==> src/common/squib_consts.vh <==
// Constants of the squib driver serial command front end
// Notes on behaviour
// [RULE1] One byte per frame, MSB first
// [RULE2] Reply carries previous frame's selected result
// [RULE3] No-op clears diagnostics, echoes shift contents
// [RULE4] Undefined byte clears diagnostics, echoes contents
// [RULE5] Command acts when chip select rises
// [RULE6] Next valid command cancels active diagnostic
// [RULE7] Byte 0x96 answers 0x69 next frame
// [RULE8] Unused reply bits read zero
// [RULE9] Only exactly eight-bit frames are accepted
// [RULE10] Fire byte is no-op while driving
// [RULE11] Arm and fire must be consecutive frames
// [RULE12] Sample on rising, change on falling
// [RULE13] Clock level at select fall picks mode
// [RULE14] Data output floats while deselected
// [RULE15] Status reply bit seven names variant
// [RULE16] Continuity command reports channels next frame
// [RULE17] Continuity result held until next valid command
// [RULE18] Host enables low side before high; the device itself switches each low side on one cycle ahead of its high side
// [RULE19] Firing needs arm, fire and enable
// [RULE20] Enable one gates 1A/1B, two 2A/2B
// [RULE21] Arm pair one, pair two, or all
// [RULE22] Arm and fire bytes echoed back
// [RULE23] Force loop shorts, partner senses 0xE8
// [RULE24] Fire upper nibble must pair with arm
// [RULE25] Enable low stops drivers unless held
// [RULE26] Reset clears state and shift registers
// [RULE27] Select fall loads pending result
// [RULE28] Fired drivers stay on until cleared
`ifndef SQUIB_CONSTS_VH
`define SQUIB_CONSTS_VH

// Frame length and bit counter ceiling
`define FRAME_BITS 4'h8
`define CNT_SAT 4'h9
`define CNT_ZERO 4'h0
`define CNT_ONE 4'h1

// Command codes
`define CMD_NOP 8'h00
`define CMD_ECHO 8'h96
`define ECHO_REPLY 8'h69
`define CMD_STATUS 8'hc8
`define CMD_CONT 8'hc2
`define CMD_LOOP_SENSE 8'he8
`define LOOP_FORCE_TOP 6'h38
`define ARM_NIBBLE 4'ha
`define FIRE_NIBBLE 4'h5
`define ARM_ONE 4'h0
`define ARM_TWO 4'h1
`define ARM_ALL 4'h2

// Channel masks, bit 0 is 1A, bit 3 is 2B
`define MASK_PAIR_ONE 4'h3
`define MASK_PAIR_TWO 4'hc
`define MASK_NONE 4'h0

// Reset values
`define BYTE_ZERO 8'h00
`define SYNC_RST 15'h0002

`endif

==> src/rtl/bit_sync.v <==
// Two-stage synchroniser for signals from outside the clock domain
`timescale 1ns/10ps
module bit_sync #(
    parameter W = 1,
    parameter [W-1:0] RST_VAL = {W{1'b0}}
) (
    input wire sys_clk_i,
    input wire rst_n_i,
    input wire [W-1:0] async_i,
    output wire [W-1:0] sync_o
);
    reg [W-1:0] meta_r;
    reg [W-1:0] sync_r;

    // First stage feeds only the second stage
    always @(posedge sys_clk_i) begin
        if (!rst_n_i) begin
            meta_r <= RST_VAL;
            sync_r <= RST_VAL;
        end else begin
            meta_r <= async_i;
            sync_r <= meta_r;
        end
    end

    assign sync_o = sync_r;
endmodule

==> src/rtl/squib_fire_control.v <==
// Arm and fire sequencing with enable gating of the squib drivers
`timescale 1ns/10ps
`include "squib_consts.vh"
module squib_fire_control (
    input wire sys_clk_i,
    input wire rst_n_i,
    input wire exec_i,
    input wire is_arm_i,
    input wire [7:0] cmd_i,
    input wire fen_one_i,
    input wire fen_two_i,
    input wire latch_hold_i,
    input wire thermal_i,
    output wire [3:0] high_drv_o,
    output wire [3:0] low_drv_o
);
    reg arm_pend_r;
    reg [3:0] arm_top_r;
    reg [3:0] armed_r;
    reg [3:0] fire_r;
    reg [3:0] low_r;
    reg [3:0] high_r;
    reg [3:0] arm_mask;
    wire [3:0] gate;
    wire [3:0] drive;

    // Pairs allowed by their enable inputs
    assign gate = {fen_two_i, fen_two_i, fen_one_i, fen_one_i}; // [RULE20]
    assign drive = fire_r & (gate | {4{latch_hold_i}}); // [RULE25]

    // Channels the arm byte prepares
    always @* begin
        case (cmd_i[3:0])
            `ARM_ONE: arm_mask = `MASK_PAIR_ONE; // [RULE21]
            `ARM_TWO: arm_mask = `MASK_PAIR_TWO;
            `ARM_ALL: arm_mask = `MASK_PAIR_ONE | `MASK_PAIR_TWO;
            default: arm_mask = `MASK_NONE;
        endcase
    end

    // Arm, then fire on the very next valid frame
    always @(posedge sys_clk_i) begin
        if (!rst_n_i) begin // [RULE26]
            arm_pend_r <= 1'b0;
            arm_top_r <= 4'h0;
            armed_r <= `MASK_NONE;
            fire_r <= `MASK_NONE;
        end else begin
            if (thermal_i) begin
                fire_r <= `MASK_NONE; // [RULE28]
            end else if (exec_i && !is_arm_i && arm_pend_r &&
                         cmd_i[7:4] == ~arm_top_r && // [RULE24]
                         !(|low_r)) begin // [RULE10]
                fire_r <= (fire_r & ~armed_r) |
                          (cmd_i[3:0] & armed_r); // [RULE19]
            end
            if (exec_i) begin
                arm_pend_r <= is_arm_i; // [RULE11]
                if (is_arm_i) begin
                    arm_top_r <= cmd_i[7:4];
                    armed_r <= arm_mask & gate; // [RULE20]
                end
            end
        end
    end

    // Low side switches on one cycle ahead of high side
    always @(posedge sys_clk_i) begin
        if (!rst_n_i) begin
            low_r <= `MASK_NONE;
            high_r <= `MASK_NONE;
        end else begin
            low_r <= drive;
            high_r <= drive & low_r; // [RULE18]
        end
    end

    assign high_drv_o = high_r;
    assign low_drv_o = low_r;
endmodule

==> src/rtl/squib_spi_command_interface.v <==
// Serial command front end of a four-channel squib driver
`timescale 1ns/10ps
`include "squib_consts.vh"
module squib_spi_command_interface (
    input wire sys_clk_i,
    input wire rst_n_i,
    input wire sclk_i,
    input wire cs_n_i,
    input wire mosi_i,
    input wire fire_enable_pair_one_i,
    input wire fire_enable_pair_two_i,
    input wire [3:0] low_side_continuity_check_i,
    input wire [3:0] loop_short_sense_i,
    input wire thermal_shutdown_i,
    input wire latch_hold_i,
    input wire two_channel_strap_i,
    output wire serial_data_output_o,
    output wire serial_data_output_oe_n_o,
    output wire alternate_serial_mode_o,
    output wire [3:0] squib_high_pin_o,
    output wire [3:0] squib_low_pin_o,
    output wire continuity_test_o,
    output wire loop_force_en_o,
    output wire [1:0] loop_force_sel_o,
    output wire loop_sense_en_o,
    output wire frame_reject_o
);
    // Frame states
    localparam ST_IDLE = 1'b0;
    localparam ST_FRAME = 1'b1;

    // Synchronised pins
    wire [14:0] pins_s;
    wire sclk_s;
    wire cs_s;
    wire mosi_s;
    wire fen_one_s;
    wire fen_two_s;
    wire [3:0] cont_s;
    wire [3:0] loop_s;
    wire thermal_s;
    wire hold_s;

    // Edge detection
    reg sclk_d_r;
    reg cs_d_r;
    wire sclk_rise;
    wire sclk_fall;
    wire cs_fall;
    wire cs_rise;

    // Frame engine
    reg st_r;
    reg st_nxt;
    reg [3:0] cnt_r;
    reg [7:0] rx_r;
    reg [7:0] tx_r;
    reg [7:0] resp_r;
    reg alt_r;
    reg miso_r;
    reg oe_n_r;
    reg reject_r;
    reg id_r;
    reg strap_meta_r;
    wire frame_ok;

    // Diagnostic modes and their next values
    reg cont_r;
    reg force_r;
    reg sense_r;
    reg [1:0] sel_r;
    reg [7:0] resp_nxt;
    reg cont_nxt;
    reg force_nxt;
    reg sense_nxt;
    reg [1:0] sel_nxt;

    // Results gathered between frames
    reg [3:0] cont_lat_r;
    reg [3:0] sense_lat_r;

    // Strobes to the firing logic
    reg exec_r;
    reg arm_r;
    reg [7:0] cmd_r;

    // Arm byte decode
    function is_arm;
        input [7:0] b;
        begin
            is_arm = (b[7:4] == `ARM_NIBBLE) &&
                     (b[3:0] == `ARM_ONE || b[3:0] == `ARM_TWO ||
                      b[3:0] == `ARM_ALL);
        end
    endfunction

    // Fire byte decode
    function is_fire;
        input [7:0] b;
        begin
            is_fire = (b[7:4] == `FIRE_NIBBLE);
        end
    endfunction

    // Loop-to-loop forcing byte decode
    function is_force;
        input [7:0] b;
        begin
            is_force = (b[7:2] == `LOOP_FORCE_TOP);
        end
    endfunction

    // All pins from outside pass two flip-flops
    bit_sync #(
        .W(15),
        .RST_VAL(`SYNC_RST)
    ) u_sync (
        .sys_clk_i(sys_clk_i),
        .rst_n_i(rst_n_i),
        .async_i({hold_s_in(latch_hold_i), thermal_shutdown_i,
                  loop_short_sense_i, low_side_continuity_check_i,
                  fire_enable_pair_two_i, fire_enable_pair_one_i,
                  mosi_i, cs_n_i, sclk_i}),
        .sync_o(pins_s)
    );

    // Name the synchronised bits
    assign sclk_s = pins_s[0];
    assign cs_s = pins_s[1];
    assign mosi_s = pins_s[2];
    assign fen_one_s = pins_s[3];
    assign fen_two_s = pins_s[4];
    assign cont_s = pins_s[8:5];
    assign loop_s = pins_s[12:9];
    assign thermal_s = pins_s[13];
    assign hold_s = pins_s[14];

    // Pass-through helper keeps the concatenation readable
    function hold_s_in;
        input b;
        begin
            hold_s_in = b;
        end
    endfunction

    // Delayed copies for edge detection
    always @(posedge sys_clk_i) begin
        if (!rst_n_i) begin
            sclk_d_r <= 1'b0;
            cs_d_r <= 1'b1;
        end else begin
            sclk_d_r <= sclk_s;
            cs_d_r <= cs_s;
        end
    end

    assign sclk_rise = sclk_s & ~sclk_d_r;
    assign sclk_fall = ~sclk_s & sclk_d_r;
    assign cs_fall = ~cs_s & cs_d_r;
    assign cs_rise = cs_s & ~cs_d_r;

    // Exactly eight rising edges make a valid frame
    assign frame_ok = (st_r == ST_FRAME) && cs_rise &&
                      (cnt_r == `FRAME_BITS); // [RULE9]

    // Frame state follows chip select
    always @* begin
        case (st_r)
            ST_IDLE: st_nxt = cs_fall ? ST_FRAME : ST_IDLE;
            ST_FRAME: st_nxt = cs_rise ? ST_IDLE : ST_FRAME;
            default: st_nxt = ST_IDLE;
        endcase
    end

    // Strap caught while reset is held
    always @(posedge sys_clk_i) begin
        if (!rst_n_i) begin
            strap_meta_r <= two_channel_strap_i;
            id_r <= strap_meta_r; // [RULE15]
        end
    end

    // State, bit counter and mode capture
    always @(posedge sys_clk_i) begin
        if (!rst_n_i) begin
            st_r <= ST_IDLE;
            cnt_r <= `CNT_ZERO;
            alt_r <= 1'b0;
        end else begin
            st_r <= st_nxt;
            if (cs_fall) begin
                cnt_r <= `CNT_ZERO;
                alt_r <= sclk_s; // [RULE13]
            end else if (st_r == ST_FRAME && sclk_rise &&
                         cnt_r != `CNT_SAT) begin
                cnt_r <= cnt_r + `CNT_ONE; // [RULE9]
            end
        end
    end

    // Receive shift register, sampled on rising clock
    always @(posedge sys_clk_i) begin
        if (!rst_n_i) begin
            rx_r <= `BYTE_ZERO; // [RULE26]
        end else if (cs_fall) begin
            rx_r <= `BYTE_ZERO;
        end else if (st_r == ST_FRAME && sclk_rise) begin
            rx_r <= {rx_r[6:0], mosi_s}; // [RULE1] [RULE12]
        end
    end

    // Transmit shift register, moves on falling clock
    always @(posedge sys_clk_i) begin
        if (!rst_n_i) begin
            tx_r <= `BYTE_ZERO; // [RULE26]
        end else if (cs_fall && cont_r) begin
            // Pending continuity result replaces the stored reply
            tx_r <= {`MASK_NONE, cont_lat_r}; // [RULE27] [RULE16] [RULE8]
        end else if (cs_fall && sense_r) begin
            tx_r <= {`MASK_NONE, sense_lat_r}; // [RULE27] [RULE23] [RULE8]
        end else if (cs_fall) begin
            tx_r <= resp_r; // [RULE27] [RULE2]
        end else if (st_r == ST_FRAME && sclk_fall &&
                     cnt_r != `CNT_ZERO) begin
            // Idle-high clock gives no shift before first sample
            tx_r <= {tx_r[6:0], 1'b0}; // [RULE1] [RULE12]
        end
    end

    // Output pin and its enable
    always @(posedge sys_clk_i) begin
        if (!rst_n_i) begin
            miso_r <= 1'b0;
            oe_n_r <= 1'b1;
        end else begin
            miso_r <= tx_r[7] & ~cs_s;
            oe_n_r <= cs_s; // [RULE14]
        end
    end

    // Decode the received byte into reply and modes
    always @* begin
        resp_nxt = rx_r; // [RULE3] [RULE4] [RULE22]
        cont_nxt = 1'b0; // [RULE6]
        force_nxt = 1'b0;
        sense_nxt = 1'b0;
        sel_nxt = 2'h0;
        if (rx_r == `CMD_ECHO) begin
            resp_nxt = `ECHO_REPLY; // [RULE7]
        end else if (rx_r == `CMD_STATUS) begin
            // Variant bit on top, enable levels at the bottom
            resp_nxt = {id_r, 5'h00, fen_two_s, fen_one_s}; // [RULE15]
        end else if (rx_r == `CMD_CONT) begin
            cont_nxt = 1'b1;
            resp_nxt = `BYTE_ZERO; // [RULE16] Latch supplies the reply
        end else if (is_force(rx_r)) begin
            force_nxt = 1'b1;
            sel_nxt = rx_r[1:0]; // [RULE23]
            resp_nxt = `BYTE_ZERO; // [RULE8]
        end else if (rx_r == `CMD_LOOP_SENSE) begin
            sense_nxt = 1'b1;
            resp_nxt = `BYTE_ZERO; // [RULE23] Latch supplies the reply
        end else if (is_arm(rx_r) || is_fire(rx_r)) begin
            resp_nxt = rx_r; // [RULE22]
        end
    end

    // Commands take effect at the end of a valid frame
    always @(posedge sys_clk_i) begin
        if (!rst_n_i) begin
            resp_r <= `BYTE_ZERO;
            cont_r <= 1'b0;
            force_r <= 1'b0;
            sense_r <= 1'b0;
            sel_r <= 2'h0;
            reject_r <= 1'b0;
        end else begin
            reject_r <= (st_r == ST_FRAME) && cs_rise && !frame_ok;
            if (frame_ok) begin // [RULE5]
                // Reply is replaced in the same cycle that frame_ok clears the continuity latch
                resp_r <= resp_nxt; // [RULE17] [RULE2]
                cont_r <= cont_nxt; // [RULE6] [RULE3] [RULE4]
                force_r <= force_nxt;
                sense_r <= sense_nxt;
                sel_r <= sel_nxt;
            end
        end
    end

    // Diagnostic results gathered while a test mode runs
    always @(posedge sys_clk_i) begin
        if (!rst_n_i) begin
            cont_lat_r <= `MASK_NONE; // [RULE26]
            sense_lat_r <= `MASK_NONE;
        end else if (frame_ok) begin
            // Cleared as the next valid frame ends
            cont_lat_r <= `MASK_NONE; // [RULE17]
            sense_lat_r <= `MASK_NONE;
        end else begin
            if (cont_r) begin
                cont_lat_r <= cont_lat_r | cont_s; // [RULE16] [RULE17]
            end
            if (sense_r) begin
                sense_lat_r <= loop_s; // [RULE23]
            end
        end
    end

    // One-cycle execute strobe for the firing logic
    always @(posedge sys_clk_i) begin
        if (!rst_n_i) begin
            exec_r <= 1'b0;
            arm_r <= 1'b0;
            cmd_r <= `BYTE_ZERO;
        end else begin
            exec_r <= frame_ok; // [RULE5]
            if (frame_ok) begin
                arm_r <= is_arm(rx_r); // [RULE19]
                cmd_r <= rx_r;
            end
        end
    end

    // Arm and fire sequencing with enable gating
    squib_fire_control u_fire (
        .sys_clk_i(sys_clk_i),
        .rst_n_i(rst_n_i),
        .exec_i(exec_r),
        .is_arm_i(arm_r),
        .cmd_i(cmd_r),
        .fen_one_i(fen_one_s),
        .fen_two_i(fen_two_s),
        .latch_hold_i(hold_s),
        .thermal_i(thermal_s),
        .high_drv_o(squib_high_pin_o),
        .low_drv_o(squib_low_pin_o)
    );

    // Outputs straight from flip-flops
    assign serial_data_output_o = miso_r;
    assign serial_data_output_oe_n_o = oe_n_r;
    assign alternate_serial_mode_o = alt_r;
    assign continuity_test_o = cont_r;
    assign loop_force_en_o = force_r;
    assign loop_force_sel_o = sel_r;
    assign loop_sense_en_o = sense_r;
    assign frame_reject_o = reject_r;
endmodule

==> config.mk <==
export PLATFORM = sky130hd
export DESIGN_NAME = squib_spi_command_interface
export DESIGN_NICKNAME = d
export VERILOG_FILES = /design/src/rtl/bit_sync.v /design/src/rtl/squib_fire_control.v /design/src/rtl/squib_spi_command_interface.v
export VERILOG_INCLUDE_DIRS = /design/src /design/src/common
export SDC_FILE = /design/constraint.sdc
export NUM_CORES = 1
export LEC_CHECK = 0
export BUFFER_PORTS_ARGS = -buffer_cell sky130_fd_sc_hd__buf_2
export CORE_UTILIZATION = 43
export CTS_CLUSTER_SIZE = 20
export DETAILED_ROUTE_END_ITERATION = 6
export GPL_ROUTABILITY_DRIVEN = 0
export MAX_ROUTING_LAYER = met4
export PLACE_DENSITY = 0.65
export SLEW_MARGIN = 20
export SYNTH_ARGS = -nofsm -noshare
export SYNTH_HDL_FRONTEND = slang
export SYNTH_SLANG_ARGS = --single-unit
==> constraint.sdc <==
create_clock -name sys_clk_i -period 4.3 [get_ports sys_clk_i]
set_input_delay 0.43 -clock sys_clk_i [delete_from_list [all_inputs] [get_ports sys_clk_i]]
set_output_delay 0.43 -clock sys_clk_i [all_outputs]
set_load 0.01 [all_outputs]
==> results of run 1 <==
[critical path: stages]
cell and delay, ps:
buf_2 480, inv_1 500, a21oi_1 840, a22o_1 270
a21o_1 80
[sequential cells by signal, indices dropped and copies added (netlist names), 2 cells and up, named ones only]
name / flops
loop_force_sel_o: 2
cmd_r: 8
cnt_r: 4
u_sync.sync_o: 15
sense_lat_r: 4
u_fire.arm_top_r: 4
u_sync.meta_r: 15
cont_lat_r: 4
resp_r: 8
tx_r: 8
u_fire.high_drv_o: 4
u_fire.low_drv_o: 4
u_fire.armed_r: 2
rx_r: 8
[cell type report]
cell class                      instances  area [um^2]
Fill cell                             828         4466
Timing Repair Buffer                   34        170.2
Clock buffer                           13        158.9
Multi-Input combinational cell        261         1667
Sequential cell                       108         2182
Inverter                               13        48.80
Tap cell                              108        135.1
Clock inverter                          3        21.27
[Yosys cell counts (all sizes together) (4+ instances only)]
master | number | area share
dfxtp | 106 | 0.53
o21ai | 20 | 0.026
nand3 | 6 | 0.0076
buf | 5 | 0.0060
and3 | 5 | 0.0079
clkbuf | 14 | 0.013
a211oi | 6 | 0.014
xor2 | 5 | 0.011
a22o | 7 | 0.015
nand4 | 6 | 0.0094
and2 | 33 | 0.052
inv | 13 | 0.012
nor2 | 39 | 0.037
mux2i | 24 | 0.060
a21oi | 30 | 0.038
o31ai | 4 | 0.0076
nand2 | 23 | 0.022
nand2b | 7 | 0.011
[per-stage QoR]
step / cells / worst slack, ps
2_1_floorplan: 401 / 2656
3_3_place_gp: 524 / 1649
3_5_place_dp: 524 / 1607
4_1_cts: 540 / 1982
5_1_grt: 540 / 1749
6_report: 540 / 2004
[worst max path at each step]
stage                                from                      to  slack [ps]  cells after the start
floorplan           cnt_r[0]$_SDFFE_PP0P_  resp_r[7]$_SDFFE_PN0P_        2660                      6
global placement                  rst_n_i  resp_r[6]$_SDFFE_PN0P_        1650                      5
detailed placement                rst_n_i  resp_r[6]$_SDFFE_PN0P_        1610                      5
CTS                               rst_n_i  resp_r[6]$_SDFFE_PN0P_        1980                      5
global route                      rst_n_i  resp_r[6]$_SDFFE_PN0P_        1750                      5
finish                            rst_n_i  resp_r[5]$_SDFFE_PN0P_        2000                      5
[metal layers]
metal / part of all wire / GRT usage / up-vias / wire (um)
li1: - / - / 1447 / -
met1: 0.49 / 0.2222 / 1330 / 3662
met2: 0.45 / 0.2568 / 63 / 3352
met3: 0.048 / 0.03508 / 11 / 361
met4: 0.016 / 0.08037 / 0 / 119
met5: 0 / - / - / 0
[power groups by stage]
stage	clock [mW]	sequential, mW	combinational [mW]
2_1_floorplan	0	1.05	0.0326
3_3_place_gp	0	1.05	0.0455
3_5_place_dp	0	1.05	0.0461
4_1_cts	0.584	1.03	0.0463
5_1_grt	0.632	1.03	0.0520
6_report	0.565	1.03	0.0453
[logic make-up (layout without fill, tap and decap cells)]
| kind of cell | after synthesis | count (layout) |
|---|---|---|
| buf+inv | 32 | 63 |
| fa+ha+maj | 3 | 3 |
| flops | 108 | 108 |
| mux | 25 | 25 |
| simple gates | 140 | 140 |
| compound gates | 85 | 85 |
| xor+xnor | 8 | 8 |
==> metrics, run 1 <==
flop2flop setup slack=approximately 2200 ps; Hold/Removal Path Class=in -> reg; Synth warnings=0; PortBufs=34; worst hold start=cs_n_i; Mapped Area=about 4000 um^2; commonest non-fill, non-tap cell in the layout=dfxtp_1; routed len/inst=~14 um; via count=around 2900; CTS-repair resized insts=0; largest net degree at the start of global routing=44; Synth cell types=50; Reg clk slew, reported paths=~90 ps; crit end category=flop; sequential share of power=0.628; Final Power=between 1.5 and 2 mW; area post-placement=4203 um^2; CTS tree=yes; status=finished, final reports clean; Routed Antenna Nets=0; Max Root-Sink Buffers=2; row cnt=34; CTS hold repair buffers=0; sequential share of the synthesized area=0.5491; Die W=roughly 100 um; CP arrival=2610 ps; Die Y=between 90 and 100 um; achievable frequency=between 400 and 500 MHz; RR Startpoint=cnt_r[0]$_SDFFE_PP0P_; max-cap viol count=0; mux share of post-synthesis cell area=0.06329; Setup violations, final=0; post-synthesis compound-gate area fraction=0.1398; switching share of power=0.2172; clock sink count=approximately 110; Final Max Tran Viols=0; Num CTS Buffers=9; Util after Layout=0.4953; Simple-Gate Fraction of Synth Area=0.1892; clock latency on the worst-skew pair=360 ps; synthesized net count=~420; area grow syn2layout=10.30%; clock network power share=0.345; ratio of final minimum period to clock period=0.5339; HPWL after DPL=between 5 and 6 mm; post-CTS setup buffer count=0; Hold Path Depth=2; CP max FO=43; Fin Clk Skew=roughly 7.5 ps; final hold slack=245.2 ps; Logic pwr share=0.028; Diodes inserted=0; hold path endpoint=u_sync.meta_r[1]$_SDFF_PN1_; post-route cell area=approximately 4400 um^2; Worst-Margin Slew=around 920 ps; Startpoint Class=primary input; leakage power=~1.7 nW; Rel. slew slack=0.3900; Synth Register Bits=roughly 110; vias per cell=about 5.3; DRC Markers=0; DRT iter0 DRCs=roughly 160; gr usage total=0.1713; R2R Path End=resp_r[7]$_SDFFE_PN0P_; main combinational cell family by area after synthesis=simple AND/OR/NAND/NOR gates; I/O pin count=35; GRT overflow=0; Syn Inst Count=between 400 and 500; vias in the first global route=around 2600; Post-synth EDFFs=2; Crit Path Class=in -> reg; layout cell share with drive strength beyond 1=0.1296; first-pass GRT wire length=between 10 and 15 mm; Initial Util=0.4491; commonest non-fill, non-tap cells in the layout=dfxtp_1, nor2_1, buf_2; final period demand of the worst path=~2300 ps; P_sw=roughly 0.36 mW; XOR/XNOR Fraction of Synth Area=0.01763; layout net count=roughly 450; H-tree levels=3; initial antenna violation count=0; FF-to-FF path depth=6; DR pass1 iterations=6; core area=slightly below 9000 um^2; power per cell area=374.3 nW/um^2; Synth Flop Type=dfxtp_1; Synth Area in Adders=0.009446; unrepaired setup endpoints after global routing=no; WP data required=roughly 4600 ps; Pint=approximately 1.3 mW; final wirelength=between 7 and 8 mm; Mean Syn Cell Area=between 9 and 10 um^2; clock root cell=clkbuf_8; DIE AREA=between 9000 and 10000 um^2; setup TNS=0 ps; ys async rst share=0; Max rail drop VDD=0.1882 mV; Hold Fails Final Rpt=0
No activity file was read; power rests on OpenSTA's default activity.
==> run 2, diff against run 1 <==
==> constraint.sdc (replaced) <==
create_clock -name sys_clk_i -period 2.27 [get_ports sys_clk_i]
set_input_delay 0.227 -clock sys_clk_i [delete_from_list [all_inputs] [get_ports sys_clk_i]]
set_output_delay 0.227 -clock sys_clk_i [all_outputs]
set_load 0.01 [all_outputs]
==> metrics, run 2 (synthesis results as in run 1) <==
Hold/Removal Path Class=in -> reg (unchanged); CTS hold repair buffers=0 (unchanged); Reg clk slew, reported paths=100 ps (was 90 ps); DRC Markers=0 (unchanged); DIE AREA=9630 um^2 (unchanged); row cnt=34 (unchanged); DR pass1 iterations=6 (unchanged); status=finished, final reports clean (unchanged); Final Power=3.186 mW (was 1.640 mW); FF-to-FF path depth=6 (unchanged); Rel. slew slack=0.5985 (was 0.3900); routed len/inst=13.71 um (was 13.88 um); Cell Chain, Critical Path=inv_1 -> ha_1 -> nand3b_1 -> nor2_2 -> mux2i_1 -> o21ai_0 (was buf_2 -> inv_1 -> a21oi_1 -> a22o_1 -> a21o_1); Worst-Margin Slew=601.4 ps (was 915.0 ps); pre-CTS WS=440.5 ps (was 1607 ps); commonest non-fill, non-tap cell in the layout=dfxtp_1 (unchanged); post-route cell area=4461 um^2 (was 4383 um^2); ratio of final minimum period to clock period=0.8175; final period demand of the worst path=~1900 ps; clock root cell=clkbuf_8 (unchanged); unrepaired setup endpoints after global routing=no (unchanged); I/O pin count=35 (unchanged); Crit Path Class=reg -> reg (was in -> reg); leakage power=1.783 nW (was 1.732 nW); achievable frequency=538.9 MHz; Startpoint Class=flop (was primary input); CP arrival=2100 ps (was 2610 ps); CP max stage delay=410 ps (was 840 ps); vias per cell=5.250 (was 5.280); hold path endpoint=u_sync.meta_r[1]$_SDFF_PN1_ (unchanged); Worst path slowest cell=nor2_2 (was a21oi_1); RR Startpoint=cnt_r[0]$_SDFFE_PP0P_ (unchanged); DRT iter0 DRCs=128 (was 159); worst hold start=cs_n_i (unchanged); via count=2872 (was 2851); final wirelength=7.499 mm (was 7.494 mm); Die W=98.13 um (unchanged); largest net degree at the start of global routing=38 (was 44); placed cells=532 (was 524); R2R Path End=resp_r[3]$_SDFFE_PN0P_ (was resp_r[7]$_SDFFE_PN0P_); CP max FO=10 (was 43); CTS-repair resized insts=0 (unchanged); area grow syn2layout=12.25% (was 10.30%); power per cell area=714.3 nW/um^2 (was 374.3 nW/um^2); Routed Antenna Nets=0 (unchanged); vias in the first global route=2706 (was 2633); setup TNS=0 ps (unchanged); post-CTS setup buffer count=0 (unchanged); PortBufs=34 (unchanged); Max rail drop VDD=0.3690 mV (was 0.1882 mV); Util after Layout=0.5041 (was 0.4953); Initial Util=0.4491 (unchanged); Fin Clk Skew=13.37 ps (was 7.453 ps); Hold Fails Final Rpt=0 (unchanged); max-cap viol count=0 (unchanged); final std cells w/o fill=547 (was 540); clock sink count=108 (unchanged); gr usage total=0.1746 (was 0.1713); post-route setup slack=414.2 ps (was 2004 ps); WP data required=2510 ps (was 4610 ps); Final Max Tran Viols=0 (unchanged); Diodes inserted=0 (unchanged); layout net count=456 (was 448); clock latency on the worst-skew pair=370 ps (was 360 ps); Max Root-Sink Buffers=2 (unchanged); flop2flop setup slack=410 ps (was 2200 ps); initial antenna violation count=0 (unchanged); GRT overflow=0 (unchanged); H-tree levels=3 (unchanged); first-pass GRT wire length=12.97 mm (was 12.68 mm); Die Y=98.13 um (unchanged); crit end category=flop (unchanged); Setup violations, final=0 (unchanged); HPWL after DPL=5.263 mm (was 5.187 mm); Hold Path Depth=2 (unchanged); layout cell share with drive strength beyond 1=0.1481 (was 0.1296); final hold slack=30.22 ps (was 245.2 ps); CTS tree=yes (unchanged); commonest non-fill, non-tap cells in the layout=dfxtp_1, nor2_1, buf_2 (unchanged); Num CTS Buffers=9 (unchanged); core area=8848 um^2 (unchanged); area post-placement=4263 um^2 (was 4203 um^2)
-- run 2: per-layer routing --
layer / vias to the layer above / global-route usage / share of wire
li1: 1462 / - / -
met1: 1344 / 0.2201 / 0.49
met2: 56 / 0.2784 / 0.45
met3: 10 / 0.04009 / 0.038
met4: 0 / 0.05511 / 0.014
met5: - / - / 0
-- run 2: how the worst max path moves through the flow --
stage | start | to | slack [ps] | cells after the start
floorplan | cnt_r[0]$_SDFFE_PP0P_ | resp_r[7]$_SDFFE_PN0P_ | 630 | 6
global placement | cnt_r[0]$_SDFFE_PP0P_ | resp_r[3]$_SDFFE_PN0P_ | 510 | 6
detailed placement | cnt_r[0]$_SDFFE_PP0P_ | resp_r[3]$_SDFFE_PN0P_ | 440 | 6
CTS | cnt_r[0]$_SDFFE_PP0P_ | resp_r[3]$_SDFFE_PN0P_ | 410 | 6
global route | cnt_r[0]$_SDFFE_PP0P_ | resp_r[3]$_SDFFE_PN0P_ | 220 | 6
finish | cnt_r[0]$_SDFFE_PP0P_ | resp_r[3]$_SDFFE_PN0P_ | 410 | 6
-- run 2: area by class of cell --
type                       count  area (um^2)
clock buffer                  10        137.6
clock inverter                 5        60.06
fill                         869         4388
inverter                      13        48.80
multi-input combinational    261         1667
sequential                   108         2182
tap                          108        135.1
timing repair buffer          42        230.2
-- run 2: critical path, delay by kind of cell, from the launching register on --
| family | cells | cell delay [ps] |
|---|---|---|
| and+or+nand+nor | 2 | 740 |
| DFF | 1 | 340 |
| buffers and inverters | 1 | 110 |
| adders and majority gates | 1 | 250 |
| muxes | 1 | 220 |
| AOI/OAI and AO/OA | 1 | 80 |
-- run 2: power by group --
part / internal (mW) / switching (mW)
registers: 1.94 / 0.0158
clock network: 0.538 / 0.604
logic: 0.0412 / 0.0515
total: 2.51 / 0.672
